File: config.mk
export PLATFORM = sky130hd
export DESIGN_NAME = pps_seq
export DESIGN_NICKNAME = d
export VERILOG_FILES = /design/src/rtl/pps_pkg.sv /design/src/rtl/pps_timer.sv /design/src/rtl/pps_regs.sv /design/src/rtl/pps_seq.sv
export SDC_FILE = /design/constraint.sdc
export NUM_CORES = 1
export LEC_CHECK = 0
export BUFFER_PORTS_ARGS = -buffer_cell sky130_fd_sc_hd__buf_2
export CAP_MARGIN = 20
export CORE_ASPECT_RATIO = 0.75
export CORE_MARGIN = 5
export CORE_UTILIZATION = 25
export CTS_CLUSTER_DIAMETER = 120
export DETAILED_ROUTE_END_ITERATION = 12
export GPL_ROUTABILITY_DRIVEN = 0
export SLEW_MARGIN = 20
export SYNTH_ARGS = -nofsm -noshare
export SYNTH_HDL_FRONTEND = slang
export SYNTH_SLANG_ARGS = --single-unit
File: constraint.sdc
create_clock -name mclk_i -period 2.8 [get_ports mclk_i]
set_clock_uncertainty 0.1 [all_clocks]
set_input_delay 0.28 -clock mclk_i [delete_from_list [all_inputs] [get_ports mclk_i]]
set_output_delay 0.28 -clock mclk_i [all_outputs]
set_load 0.02 [all_outputs]
File: src/rtl/pps_pkg.sv
package pps_pkg;
	// Timing base
	localparam int CLK_MHZ       = 100;
	localparam int TMR_W         = 24;
	// Times in microseconds, as specified
	localparam int INR_DEL_US    = 81500;
	localparam int FOLD_DEG_US   = 1650;
	localparam int IND_DELAY_US  = 24000;
	localparam int BIAS_TO_US    = 50000;
	localparam int LCF_US        = 81500;
	// Cycle counts derived from the clock rate
	localparam int INR_DEL_CYC   = INR_DEL_US * CLK_MHZ;
	localparam int FOLD_DEG_CYC  = FOLD_DEG_US * CLK_MHZ;
	localparam int IND_DELAY_CYC = IND_DELAY_US * CLK_MHZ;
	localparam int BIAS_TO_CYC   = BIAS_TO_US * CLK_MHZ;
	localparam int LCF_CYC       = LCF_US * CLK_MHZ;
	// Current limits in mA
	localparam logic [11:0] ILIM_INR_STD = 12'h0C8;
	localparam logic [11:0] ILIM_INR_HI  = 12'h14F;
	localparam logic [11:0] ILIM_OP_STD  = 12'h73A;
	localparam logic [11:0] ILIM_OP_HI   = 12'h898;
	// Class event counting
	localparam logic [2:0] CLS_FIRST_MAX = 3'h2;
	localparam logic [2:0] CLS_SAT       = 3'h5;
	// Register map
	localparam logic [7:0] ADDR_CTRL     = 8'h00;
	localparam logic [7:0] ADDR_STATUS   = 8'h04;
	localparam int CTRL_VARIANT_BIT      = 0;
	localparam logic CTRL_VARIANT_RST    = 1'b0;
	localparam int ST_STATE_LSB          = 0;
	localparam int ST_CNT_LSB            = 4;
	localparam int ST_TYPE34_BIT         = 8;
	localparam int ST_IND_LSB            = 12;
	// Sequencer states
	typedef enum logic [2:0] {
		PPS_OFF     = 3'b000,
		PPS_INRUSH  = 3'b001,
		PPS_STARTUP = 3'b010,
		PPS_DELAY   = 3'b011,
		PPS_RUN     = 3'b100
	} pps_state_t;
	// Comparator levels from the analog front end
	typedef struct packed {
		logic aux_adapter_detect;
		logic vdd_above_uvlo;
		logic vdd_above_mark_reset;
		logic vdd_in_detect_win;
		logic vdd_in_class_win;
		logic vdd_above_ind_thr;
		logic detect_enable_pin_low;
		logic thermal_shutdown;
		logic load_return_cur_low;
		logic load_return_foldback;
		logic bias_feedback_in;
		logic bias_supply_uv;
	} pps_sense_t;
	// Open-drain pin group
	typedef struct packed {
		logic inrush_done_out;
		logic high_type_indicator;
		logic low_type_indicator;
		logic enhanced_pse_indicator;
	} pps_od_t;
	// Power path controls
	typedef struct packed {
		logic        pass_switch_on;
		logic [11:0] ilim_ma;
		logic        class_sig_first;
		logic        class_sig_later;
		logic        detect_sig_on;
		logic        hold_power_signature;
		logic        bias_supply_out_on;
		logic        startup_source_on;
	} pps_pwr_t;
endpackage : pps_pkg

File: src/rtl/pps_timer.sv
`timescale 1ns/1ps
// Elapsed-time counter: done rises once run has held for limit cycles
module pps_timer (
	// Clock and reset
	input  wire logic                      mclk_i,
	input  wire logic                      reset_n_i,
	// Control
	input  wire logic                      run_i,
	input  wire logic [pps_pkg::TMR_W-1:0] limit_i,
	// Status
	output logic                           done_o
);
	import pps_pkg::*;
	typedef struct packed {
		logic [TMR_W-1:0] cnt; // Cycles elapsed
		logic             done; // Limit reached
	} pps_tmr_t;
	pps_tmr_t r;
	pps_tmr_t next_r;
	// Count while running; dropping run restarts from zero
	always_comb begin
		next_r = r;
		if (!run_i) begin
			next_r.cnt  = '0;
			next_r.done = 1'b0;
		end else if (r.cnt != limit_i) begin
			next_r.cnt = r.cnt + TMR_W'(1);
		end
		if (run_i)
			next_r.done = (next_r.cnt == limit_i);
	end
	// State register
	always_ff @(posedge mclk_i or negedge reset_n_i) begin
		if (!reset_n_i)
			r <= '0;
		else
			r <= next_r;
	end
	assign done_o = r.done;
endmodule : pps_timer

File: src/rtl/pps_regs.sv
`timescale 1ns/1ps
// Register slave: control word and status readback
module pps_regs (
	// Clock and reset
	input  wire logic        mclk_i,
	input  wire logic        reset_n_i,
	// Software port
	input  wire logic [7:0]  reg_addr_i,
	input  wire logic [31:0] reg_wdata_i,
	input  wire logic        reg_wr_i,
	input  wire logic        reg_rd_i,
	output logic [31:0]      reg_rdata_o,
	// Block side
	input  wire logic [31:0] status_i,
	output logic             variant_hi_o
);
	import pps_pkg::*;
	typedef struct packed {
		logic        variant; // Selects the higher power variant
		logic [31:0] rdata;   // Read data, valid one cycle
	} pps_reg_t;
	pps_reg_t r;
	pps_reg_t next_r;
	// Decode; unmapped reads return zero, unmapped writes are dropped
	always_comb begin
		next_r       = r;
		next_r.rdata = '0;
		if (reg_wr_i && reg_addr_i == ADDR_CTRL)
			next_r.variant = reg_wdata_i[CTRL_VARIANT_BIT];
		if (reg_rd_i) begin
			case (reg_addr_i)
				ADDR_CTRL:   next_r.rdata = {31'h0, r.variant};
				ADDR_STATUS: next_r.rdata = status_i;
				default:     next_r.rdata = '0;
			endcase
		end
	end
	// State register
	always_ff @(posedge mclk_i or negedge reset_n_i) begin
		if (!reset_n_i) begin
			r.variant <= CTRL_VARIANT_RST;
			r.rdata   <= '0;
		end else begin
			r <= next_r;
		end
	end
	assign reg_rdata_o  = r.rdata;
	assign variant_hi_o = r.variant;
endmodule : pps_regs

File: src/rtl/pps_seq.sv
// Strobed register access and the placing of the registers were chosen for this implementation.
`timescale 1ns/1ps
module pps_seq #(
	parameter logic [pps_pkg::TMR_W-1:0] INR_DEL_CYC   = pps_pkg::TMR_W'(pps_pkg::INR_DEL_CYC),
	parameter logic [pps_pkg::TMR_W-1:0] FOLD_DEG_CYC  = pps_pkg::TMR_W'(pps_pkg::FOLD_DEG_CYC),
	parameter logic [pps_pkg::TMR_W-1:0] IND_DELAY_CYC = pps_pkg::TMR_W'(pps_pkg::IND_DELAY_CYC),
	parameter logic [pps_pkg::TMR_W-1:0] BIAS_TO_CYC   = pps_pkg::TMR_W'(pps_pkg::BIAS_TO_CYC),
	parameter logic [pps_pkg::TMR_W-1:0] LCF_CYC       = pps_pkg::TMR_W'(pps_pkg::LCF_CYC)
) (
	// Clock and reset
	input  wire logic                sense_dummy_unused_n_i,
	input  wire logic                mclk_i,
	input  wire logic                reset_n_i,
	// Analog comparator levels
	input  wire pps_pkg::pps_sense_t sense_i,
	// Open-drain pins
	input  wire pps_pkg::pps_od_t    od_in_i,
	output pps_pkg::pps_od_t         od_out_o,
	output pps_pkg::pps_od_t         od_oe_o,
	// Power path controls
	output pps_pkg::pps_pwr_t        pwr_o,
	// Register port
	input  wire logic [7:0]          reg_addr_i,
	input  wire logic [31:0]         reg_wdata_i,
	input  wire logic                reg_wr_i,
	input  wire logic                reg_rd_i,
	output logic [31:0]              reg_rdata_o
);
	import pps_pkg::*;

	// Returns {high_type_low, low_type_low, enhanced_low}
	function automatic logic [2:0] ind_code(input logic [2:0] cnt, input logic t34);
		logic lo_type_low;
		logic hi_type_low;
		lo_type_low = (cnt == 3'h2) || (cnt == 3'h3) || (cnt == 3'h5);
		hi_type_low = (cnt >= 3'h4);
		ind_code    = {hi_type_low, lo_type_low, t34};
	endfunction : ind_code

	// Whole sequencer state
	typedef struct packed {
		pps_state_t st;         // Sequencer phase
		logic [2:0] cls_cnt;    // Class events seen
		logic       in_cls;     // Inside class window last cycle
		logic       type34;     // Long first event seen
		logic       cur_seen;   // Inrush current has dropped
		logic       skip_delay; // Foldback re-entry skips delay
		pps_pwr_t   pwr;        // Power path outputs
		pps_od_t    oe;         // Open-drain enables
	} pps_seq_t;
	pps_seq_t r;
	pps_seq_t next_r;

	// Timer handshakes, variant select, status word and fault
	logic variant_hi;    // Higher power variant selected
	logic inr_done;      // Minimum inrush delay elapsed
	logic fold_done;     // Foldback held past deglitch
	logic ind_done;      // Indicator delay elapsed
	logic bto_done;      // Bias feedback wait timed out
	logic lcf_done;      // First class event was long
	logic [31:0] status; // Status word for readback
	logic        fault;  // Any condition that opens the switch

	// Timers run from the current phase, the foldback timer only while foldback is sensed; the long-class timer runs from the class window and count
	pps_timer u_inr (
		.mclk_i    (mclk_i),
		.reset_n_i (reset_n_i),
		.run_i     (r.st == PPS_INRUSH),
		.limit_i   (INR_DEL_CYC),
		.done_o    (inr_done)
	);
	pps_timer u_fold (
		.mclk_i    (mclk_i),
		.reset_n_i (reset_n_i),
		.run_i     (sense_i.load_return_foldback && r.st inside {PPS_STARTUP, PPS_DELAY, PPS_RUN}),
		.limit_i   (FOLD_DEG_CYC),
		.done_o    (fold_done)
	);
	pps_timer u_ind (
		.mclk_i    (mclk_i),
		.reset_n_i (reset_n_i),
		.run_i     (r.st == PPS_DELAY),
		.limit_i   (IND_DELAY_CYC),
		.done_o    (ind_done)
	);
	pps_timer u_bto (
		.mclk_i    (mclk_i),
		.reset_n_i (reset_n_i),
		.run_i     (r.st == PPS_STARTUP),
		.limit_i   (BIAS_TO_CYC),
		.done_o    (bto_done)
	);
	pps_timer u_lcf (
		.mclk_i    (mclk_i),
		.reset_n_i (reset_n_i),
		.run_i     (sense_i.vdd_in_class_win && r.cls_cnt == 3'h1),
		.limit_i   (LCF_CYC),
		.done_o    (lcf_done)
	);

	// Software port; status shows phase, count and indicator code
	assign status = {16'h0, 1'b0, ind_code(r.cls_cnt, r.type34), 3'h0, r.type34,
		1'b0, r.cls_cnt, 1'b0, r.st};
	pps_regs u_regs (
		.mclk_i       (mclk_i),
		.reset_n_i    (reset_n_i),
		.reg_addr_i   (reg_addr_i),
		.reg_wdata_i  (reg_wdata_i),
		.reg_wr_i     (reg_wr_i),
		.reg_rd_i     (reg_rd_i),
		.reg_rdata_o  (reg_rdata_o),
		.status_i     (status),
		.variant_hi_o (variant_hi)
	);

	// Switch-opening conditions; recovery always passes through inrush
	assign fault = !sense_i.vdd_above_uvlo || sense_i.thermal_shutdown ||
		sense_i.detect_enable_pin_low || sense_i.aux_adapter_detect;

	// Next-state and output logic
	always_comb begin
		logic [2:0] code;
		logic       ind_on;
		code   = 3'h0;
		ind_on = 1'b0;
		next_r = r;
		// Class events and PSE type, held until mark reset
		next_r.in_cls = sense_i.vdd_in_class_win;
		if (sense_i.vdd_in_class_win && !r.in_cls && r.cls_cnt != CLS_SAT)
			next_r.cls_cnt = r.cls_cnt + 3'h1;
		if (lcf_done)
			next_r.type34 = 1'b1;
		if (!sense_i.vdd_above_mark_reset) begin
			next_r.cls_cnt = 3'h0;
			next_r.type34  = 1'b0;
			next_r.in_cls  = 1'b0;
		end
		// Phase sequencing
		case (r.st)
			PPS_OFF: begin
				if (!fault) begin
					next_r.st         = PPS_INRUSH;
					next_r.cur_seen   = 1'b0;
					next_r.skip_delay = 1'b0;
				end
			end
			PPS_INRUSH: begin
				if (sense_i.load_return_cur_low)
					next_r.cur_seen = 1'b1;
				if (sense_i.load_return_cur_low && (inr_done || r.skip_delay)) begin
					// Feedback already up: indicator delay starts now
					next_r.st = sense_i.bias_feedback_in ? PPS_DELAY : PPS_STARTUP;
				end
			end
			PPS_STARTUP: begin
				if (sense_i.bias_feedback_in || bto_done)
					next_r.st = PPS_DELAY;
			end
			PPS_DELAY: begin
				if (sense_i.bias_supply_uv)
					next_r.st = PPS_STARTUP;
				else if (ind_done)
					next_r.st = PPS_RUN;
			end
			PPS_RUN: begin
				if (sense_i.bias_supply_uv)
					next_r.st = PPS_STARTUP;
			end
			default: next_r.st = PPS_OFF;
		endcase
		// Deglitched foldback re-enters inrush without the delay term
		if (fold_done && r.st != PPS_OFF && r.st != PPS_INRUSH) begin
			next_r.st         = PPS_INRUSH;
			next_r.cur_seen   = 1'b0;
			next_r.skip_delay = 1'b1;
		end
		if (fault)
			next_r.st = PPS_OFF;
		// Pass switch and its limit
		next_r.pwr.pass_switch_on = (next_r.st != PPS_OFF);
		if (next_r.st == PPS_INRUSH && !next_r.cur_seen)
			next_r.pwr.ilim_ma = variant_hi ? ILIM_INR_HI : ILIM_INR_STD;
		else
			next_r.pwr.ilim_ma = variant_hi ? ILIM_OP_HI : ILIM_OP_STD;
		// Signatures; class regulator off under aux or detect-enable low
		next_r.pwr.detect_sig_on = sense_i.vdd_in_detect_win;
		next_r.pwr.class_sig_first = sense_i.vdd_in_class_win && !sense_i.aux_adapter_detect &&
			!sense_i.detect_enable_pin_low && next_r.cls_cnt <= CLS_FIRST_MAX;
		next_r.pwr.class_sig_later = sense_i.vdd_in_class_win && !sense_i.aux_adapter_detect &&
			!sense_i.detect_enable_pin_low && next_r.cls_cnt > CLS_FIRST_MAX;
		// Bias path; aux skips every delay
		next_r.pwr.startup_source_on = sense_i.aux_adapter_detect ||
			next_r.st inside {PPS_STARTUP, PPS_DELAY};
		next_r.pwr.bias_supply_out_on = next_r.st inside {PPS_DELAY, PPS_RUN};
		next_r.pwr.hold_power_signature = sense_i.aux_adapter_detect ||
			next_r.st == PPS_RUN;
		// Indicator pins; the count is kept, only the drive is gated
		code   = ind_code(next_r.cls_cnt, next_r.type34);
		ind_on = next_r.st == PPS_RUN && !sense_i.bias_supply_uv &&
			sense_i.vdd_above_ind_thr && !sense_i.thermal_shutdown;
		next_r.oe.inrush_done_out        = (next_r.st == PPS_INRUSH);
		next_r.oe.high_type_indicator    = ind_on && code[2];
		next_r.oe.low_type_indicator     = ind_on && code[1];
		next_r.oe.enhanced_pse_indicator = ind_on && code[0];
		if (sense_i.aux_adapter_detect) begin
			next_r.oe                     = '0;
			next_r.oe.high_type_indicator = 1'b1;
		end
	end

	// State register
	always_ff @(posedge mclk_i or negedge reset_n_i) begin
		if (!reset_n_i) begin
			r <= '0;
		end else begin
			r <= next_r;
		end
	end

	// Open-drain pins only ever pull low; the read-back input is unused here
	assign od_out_o = '0;
	assign od_oe_o  = r.oe;
	assign pwr_o    = r.pwr;
endmodule : pps_seq

# Word level (Yosys, flattened, before mapping)
# Cells that the tools add are included.
dict set report classes {
  add_sub_neg 6
  magnitude_cmp 4
  eq_ne 29
  n_mux 38
  n_reduce_logical 46
}
# operator count
set ops {}
lappend ops {{two-way mux 24 bit} 10}
lappend ops {{adder 24 x 1 -> 24 bit, second input constant} 5}
lappend ops {{equality test 24 x 23 -> 1 bit, second input constant} 3}
lappend ops {{inequality test 24 x 23 -> 1 bit, second input constant} 3}
lappend ops {{two-way mux 32 bit} 1}
lappend ops {{case mux 15 bit (2 select lines)} 1}
lappend ops {{equality test 24 x 18 -> 1 bit, second input constant} 1}
lappend ops {{equality test 24 x 22 -> 1 bit, second input constant} 1}
lappend ops {{equality test 3 x 2 -> 1 bit, second input constant} 8}
lappend ops {{two-way mux 12 bit} 2}
lappend ops {{two-way mux 3 bit} 8}
lappend ops {{inequality test 24 x 18 -> 1 bit, second input constant} 1}
lappend ops {{inequality test 24 x 22 -> 1 bit, second input constant} 1}
lappend ops {{logical AND 1 bit} 19}
lappend ops {{case mux 3 bit (5 select lines)} 1}
lappend ops {{equality test 3 bit, second input constant} 4}
lappend ops {{logical OR 1 bit} 11}
lappend ops {{equality test 3 x 1 -> 1 bit, second input constant} 3}
lappend ops {{two-way mux 1 bit} 9}
lappend ops {{two-way mux 9 bit} 1}
lappend ops {{nonzero test 3 bit} 3}
lappend ops {{equality test 8 x 3 -> 1 bit, second input constant} 1}
lappend ops {{logical NOT 8 bit} 1}
lappend ops {{logical NOT 1 bit} 7}
lappend ops {{14 further kinds} 18}
dict set report word_totals {
  regBits 191
  input_bits 61
  output_inout_bits 59
  elab_cells 153
}

# Longest topological paths before layout
dict set report depth {
  word_depth 12
  ltp_mapped 9
  mapped_depth_nobuf 8
}

# By module
# Synthesis repeated with hierarchy kept, for this count alone.
dict set report unflattened {
  hier_cells 1772
  hier_area_um2 15327.2
}
# module n_inst cells_per_inst area_per_inst_um2 seq_area_each_um2
set by_module_without_submodules {}
lappend by_module_without_submodules {pps_timer 5 310 2526.2 625.6}
lappend by_module_without_submodules {pps_seq 1 146 1545.2 725.7}
lappend by_module_without_submodules {pps_regs 1 76 1151.1 825.8}

# Worst setup path before layout
# OpenSTA, ideal clock, no wires.
dict set report synth_timing {
  kind {register to register}
  startpoint {register u_bto.r[1] (netlist name)}
  endpoint {register u_bto.r (netlist bit u_bto.done_o)}
  setup_ns 0.096
  t_arrival_ns 2.403
  t_required_ns 2.604
  slack_ns 0.201
  path_stages_with_launch 9
  path_buffers 0
  period_less_slack_ns 2.599
  path_cell_list {dfrtp_1 inv_1 ha_1 or4b_1 or4_4 nor4_4 mux2i_1 nand4b_1 nor4_2}
}
# item line
set synth_rtl {}
lappend synth_rtl {{start: declaration} pps_timer.sv:18} ;# pps_tmr_t r;
lappend synth_rtl {{start signal: assignment} pps_timer.sv:37} ;# r <= next_r;

==> impl_metrics.py <==
metrics = {
    "status": {
        "outcome": "finished, final reports clean",
    },
    "sta": {
        "fin_crit_sh_pct": 96.50,
        "setup_ws_ns": 0.09789,
        "rsz0062_at_grt": "false",
        "slew_headroom_pct": 58.22,
        "hold_viol_final": 0,
        "fmax_mhz": 370.1,
        "final.setup.tns_ns": 0,
        "finalSetupViolations": 0,
        "worstMarginPinSlew_ns": 0.6268,
        "period_needed_ns": 2.702,
        "slew_violations": 0,
    },
    "synth": {
        "synthSimpleGateAreaFrac_pct": 28.95,
        "yosysUniqueCellTypes": 64,
        "synth_compound_area_share_pct": 6.728,
        "synth-adder-area-share_pct": 2.306,
        "yosysWarnings": 0,
        "synth_top_family_by_area": "simple AND/OR/NAND/NOR gates",
        "synthCells": 1009,
        "async_reset_ff_share_pct": 100.0,
        "avgSynthCellArea_um2": 9.142,
        "synth_xor_area_share_pct": 8.451,
        "synth_seq_cells": 163,
        "synth_area_um2": 9224,
        "synth_mux_area_share_pct": 1.967,
        "synth_edf_count": 0,
        "ys_seq_area_share_pct": 44.22,
        "synth-main-ff-cell": "dfrtp_1",
    },
    "global_routing": {
        "grtUsageMet1_pct": 15.97,
        "grt_max_degree": 63,
        "grt_remaining_overflow": 0,
        "grt_use_met2_pct": 16.02,
        "grt_usage_pct": 10.79,
        "grt_pass1_vias": 6870,
        "gr-max-usage-layer": "met2",
        "grt_pass1_wl_um": 35890,
        "antenna_found_initial": 0,
        "grtUsageMet3_pct": 2.299,
    },
    "clock_network": {
        "clock_latency_ns": 0.43,
        "post_cts.repair.setup_buffers": 0,
        "cts-root-buf": "clkbuf_16",
        "clock_path_buffers": 2,
        "cts-buffers-inserted": 17,
        "clk_pin_slew_ns": 0.06,
        "cts.sinks": 163,
        "cts_tree": "yes",
        "h-tree-depth": 4,
    },
    "drt": {
        "first_pass_iters": 5,
        "ant_nets": 0,
        "viasPerCell": 4.644,
        "routedWlPerCell_um": 14.01,
        "drt_wl_total_um": 22130,
        "drtIter0Drc": 538,
        "vias": 7333,
        "drc": 0,
    },
    "cells_and_area": {
        "final_common_cell": "dfrtp_1",
        "layout.nets": 1149,
        "antenna_cells": 0,
        "final_cell_mix": "163 x dfrtp_1, 131 x nor2_1, 64 x nand2_1",
        "areaGrowthSynthToFinish_pct": 15.72,
        "layout-drive-gt1-share_pct": 13.02,
        "fin_area_um2": 10670,
        "fill_cells": 3891,
        "instances_no_fill": 1579,
    },
    "floorplanning": {
        "ios": 120,
        "num_rows": 60,
        "start_util_pct": 25.49,
        "die_width_um": 231.8,
        "core_um2": 36180,
        "die_area_um2": 40880,
        "die_y_um": 176.3,
    },
    "placed_design": {
        "place.detailed.hpwl_um": 16190,
        "dp.cells": 1542,
        "placed_area_um2": 10030,
        "numPortBuffers": 57,
        "dp_slack_ns": 0.1262,
    },
    "worst_setup_path": {
        "r2r_setup_slack_ns": 0.1,
        "start_kind": "flop",
        "slowest_stage": "or4b_1",
        "required_ns": 3.07,
        "cp-end-kind": "flop",
        "crit_type": "flop to flop",
        "crit_family": "simple AND/OR/NAND/NOR gates",
        "reg2reg_depth": 8,
        "path_cells": "ha_2 -> nand4_1 -> nor2_2 -> and4_1 -> xnor2_1 -> or4b_1 -> nor4_1 -> buf_4",
        "max_stage_delay_ns": 0.46,
        "path_depth": 8,
        "critPathArrivalTime_ns": 2.97,
        "critPathMaxFanout": 7,
        "worstPathBufferInverterCount": 1,
    },
    "power_and_ir_drop": {
        "power_leakage_uw": 0.004179,
        "powerDensity_nw_per_um2": 463.9,
        "ir_drop_mv": 0.3410,
    },
    "min_path": {
        "hp-class": "input pin to flop",
        "hold_depth": 2,
    },
    "job": {
        "maxCapViolations": 0,
    },
}
## state kept, by name, indices dropped and copies added, names as in the netlist
signal and count:
pwr_o 15, od_oe_o 4, u_inr.done_o 1, r 10, u_bto.done_o 1, u_regs.variant_hi_o 1
u_inr.r 24, u_lcf.r 24, u_fold.r 24, u_fold.done_o 1, u_bto.r 24, u_lcf.done_o 1
u_ind.r 24, u_ind.done_o 1, u_regs.reg_rdata_o 8
## layout make-up
cell class / count / area (um^2) / area share [%]
inverters: 40 / 150.1 / 1.407
repair buffers: 104 / 671.9 / 6.295
clock buffers: 22 / 474.2 / 4.443
clock inverters: 9 / 103.9 / 0.9729
multi-input cells: 745 / 4574 / 42.86
well taps: 496 / 620.6 / 5.814
flip-flops and latches: 163 / 4079 / 38.21
## what timing repair did
item,4_1_cts,5_1_grt
endpoints found under the hold margin,61,0
resized for setup,0,3
setup endpoints to repair,0,2
hold buffers,6,0
## cells in the mapped netlist, types with 3 or more instances
master	instances	share of area, %
inv_1	40	1.6
mux2i_1	17	1.8
nor3b_1	10	0.81
o21ai_1	5	0.27
nor2b_1	16	1.1
o21a_1	3	0.24
a211oi_1	3	0.24
o211ai_1	5	0.41
and4_1	16	1.5
a31oi_1	3	0.20
nor2_1	132	5.4
and3_1	16	1.1
xnor2_1	56	5.3
ha_1	17	2.3
nor4_1	33	2.2
or4_1	9	0.73
nand2b_1	9	0.61
clkbuf_1	27	1.1
nor4b_1	9	0.85
or4b_1	4	0.43
buf_2	6	0.33
dfrtp_1	163	44
and2_1	6	0.41
nand4_1	39	2.6
o41ai_1	4	0.38
nor3_1	30	1.6
buf_4	51	4.2
nand3_1	52	2.8
o21ai_0	28	1.5
nand3b_1	5	0.41
nand2_1	64	2.6
a21oi_1	31	1.7
or3_1	24	1.6
xor2_1	33	3.1
a21o_1	3	0.24
## worst register-to-register path, delay by kind of cell (launching register included)
| family | cells | cell delay (ns) |
|---|---|---|
| simple gates | 5 | 1.47 |
| flops | 1 | 0.45 |
| fa+ha+maj | 1 | 0.29 |
| buf+inv | 1 | 0.18 |
| xor+xnor | 1 | 0.15 |
## layer usage
layer / wire length [um] / up-vias
li1: - / 3604
met4: 233 / 0
met5: 0 / -
met2: 9747 / 160
met1: 11080 / 3549
met3: 1062 / 20
## kinds of logic (layout without fill, tap and decap cells)
logic type               Yosys count  after routing
other                              2             27
AND/OR/NAND/NOR                  492            492
AO/OA/AOI/OAI                    102            102
adder cells (fa/ha/maj)           17             17
XOR/XNOR                          89             89
multiplexers                      18             18
buffers and inverters            126            175
flip-flops                       163            163
## stage by stage
step                power (uW)  hold slack (ns)  util (%)
floorplan                 2589          -0.1156         -
global placement          2665           0.2247     27.71
detailed placement        2669           0.2291     27.71
CTS                       5022          0.01013     29.47
global route              5166          0.03157     29.50
finish                    4952          0.03397     29.50
## path summary, 6_finish.rpt
path | from | to
setup / recovery | u_ind.r[2] | u_ind.done_o
hold / removal | sense_i[7] | r[26]
setup reg to reg | u_ind.r[2] | u_ind.done_o
hold reg to reg | u_lcf.done_o | r[25]
max in group asynchronous | reset_n_i | u_inr.r[8]
min in group asynchronous | reset_n_i | u_ind.r[20]
## report_power, final
group | leakage (uW) | internal, uW | switching (uW)
clock network | 0.000282 | 1380 | 949
logic | 0.00165 | 66.9 | 168
registers | 0.00225 | 2380 | 15.7
total | 0.00418 | 3820 | 1130
Note: power is estimated with default switching activity, not from simulation.
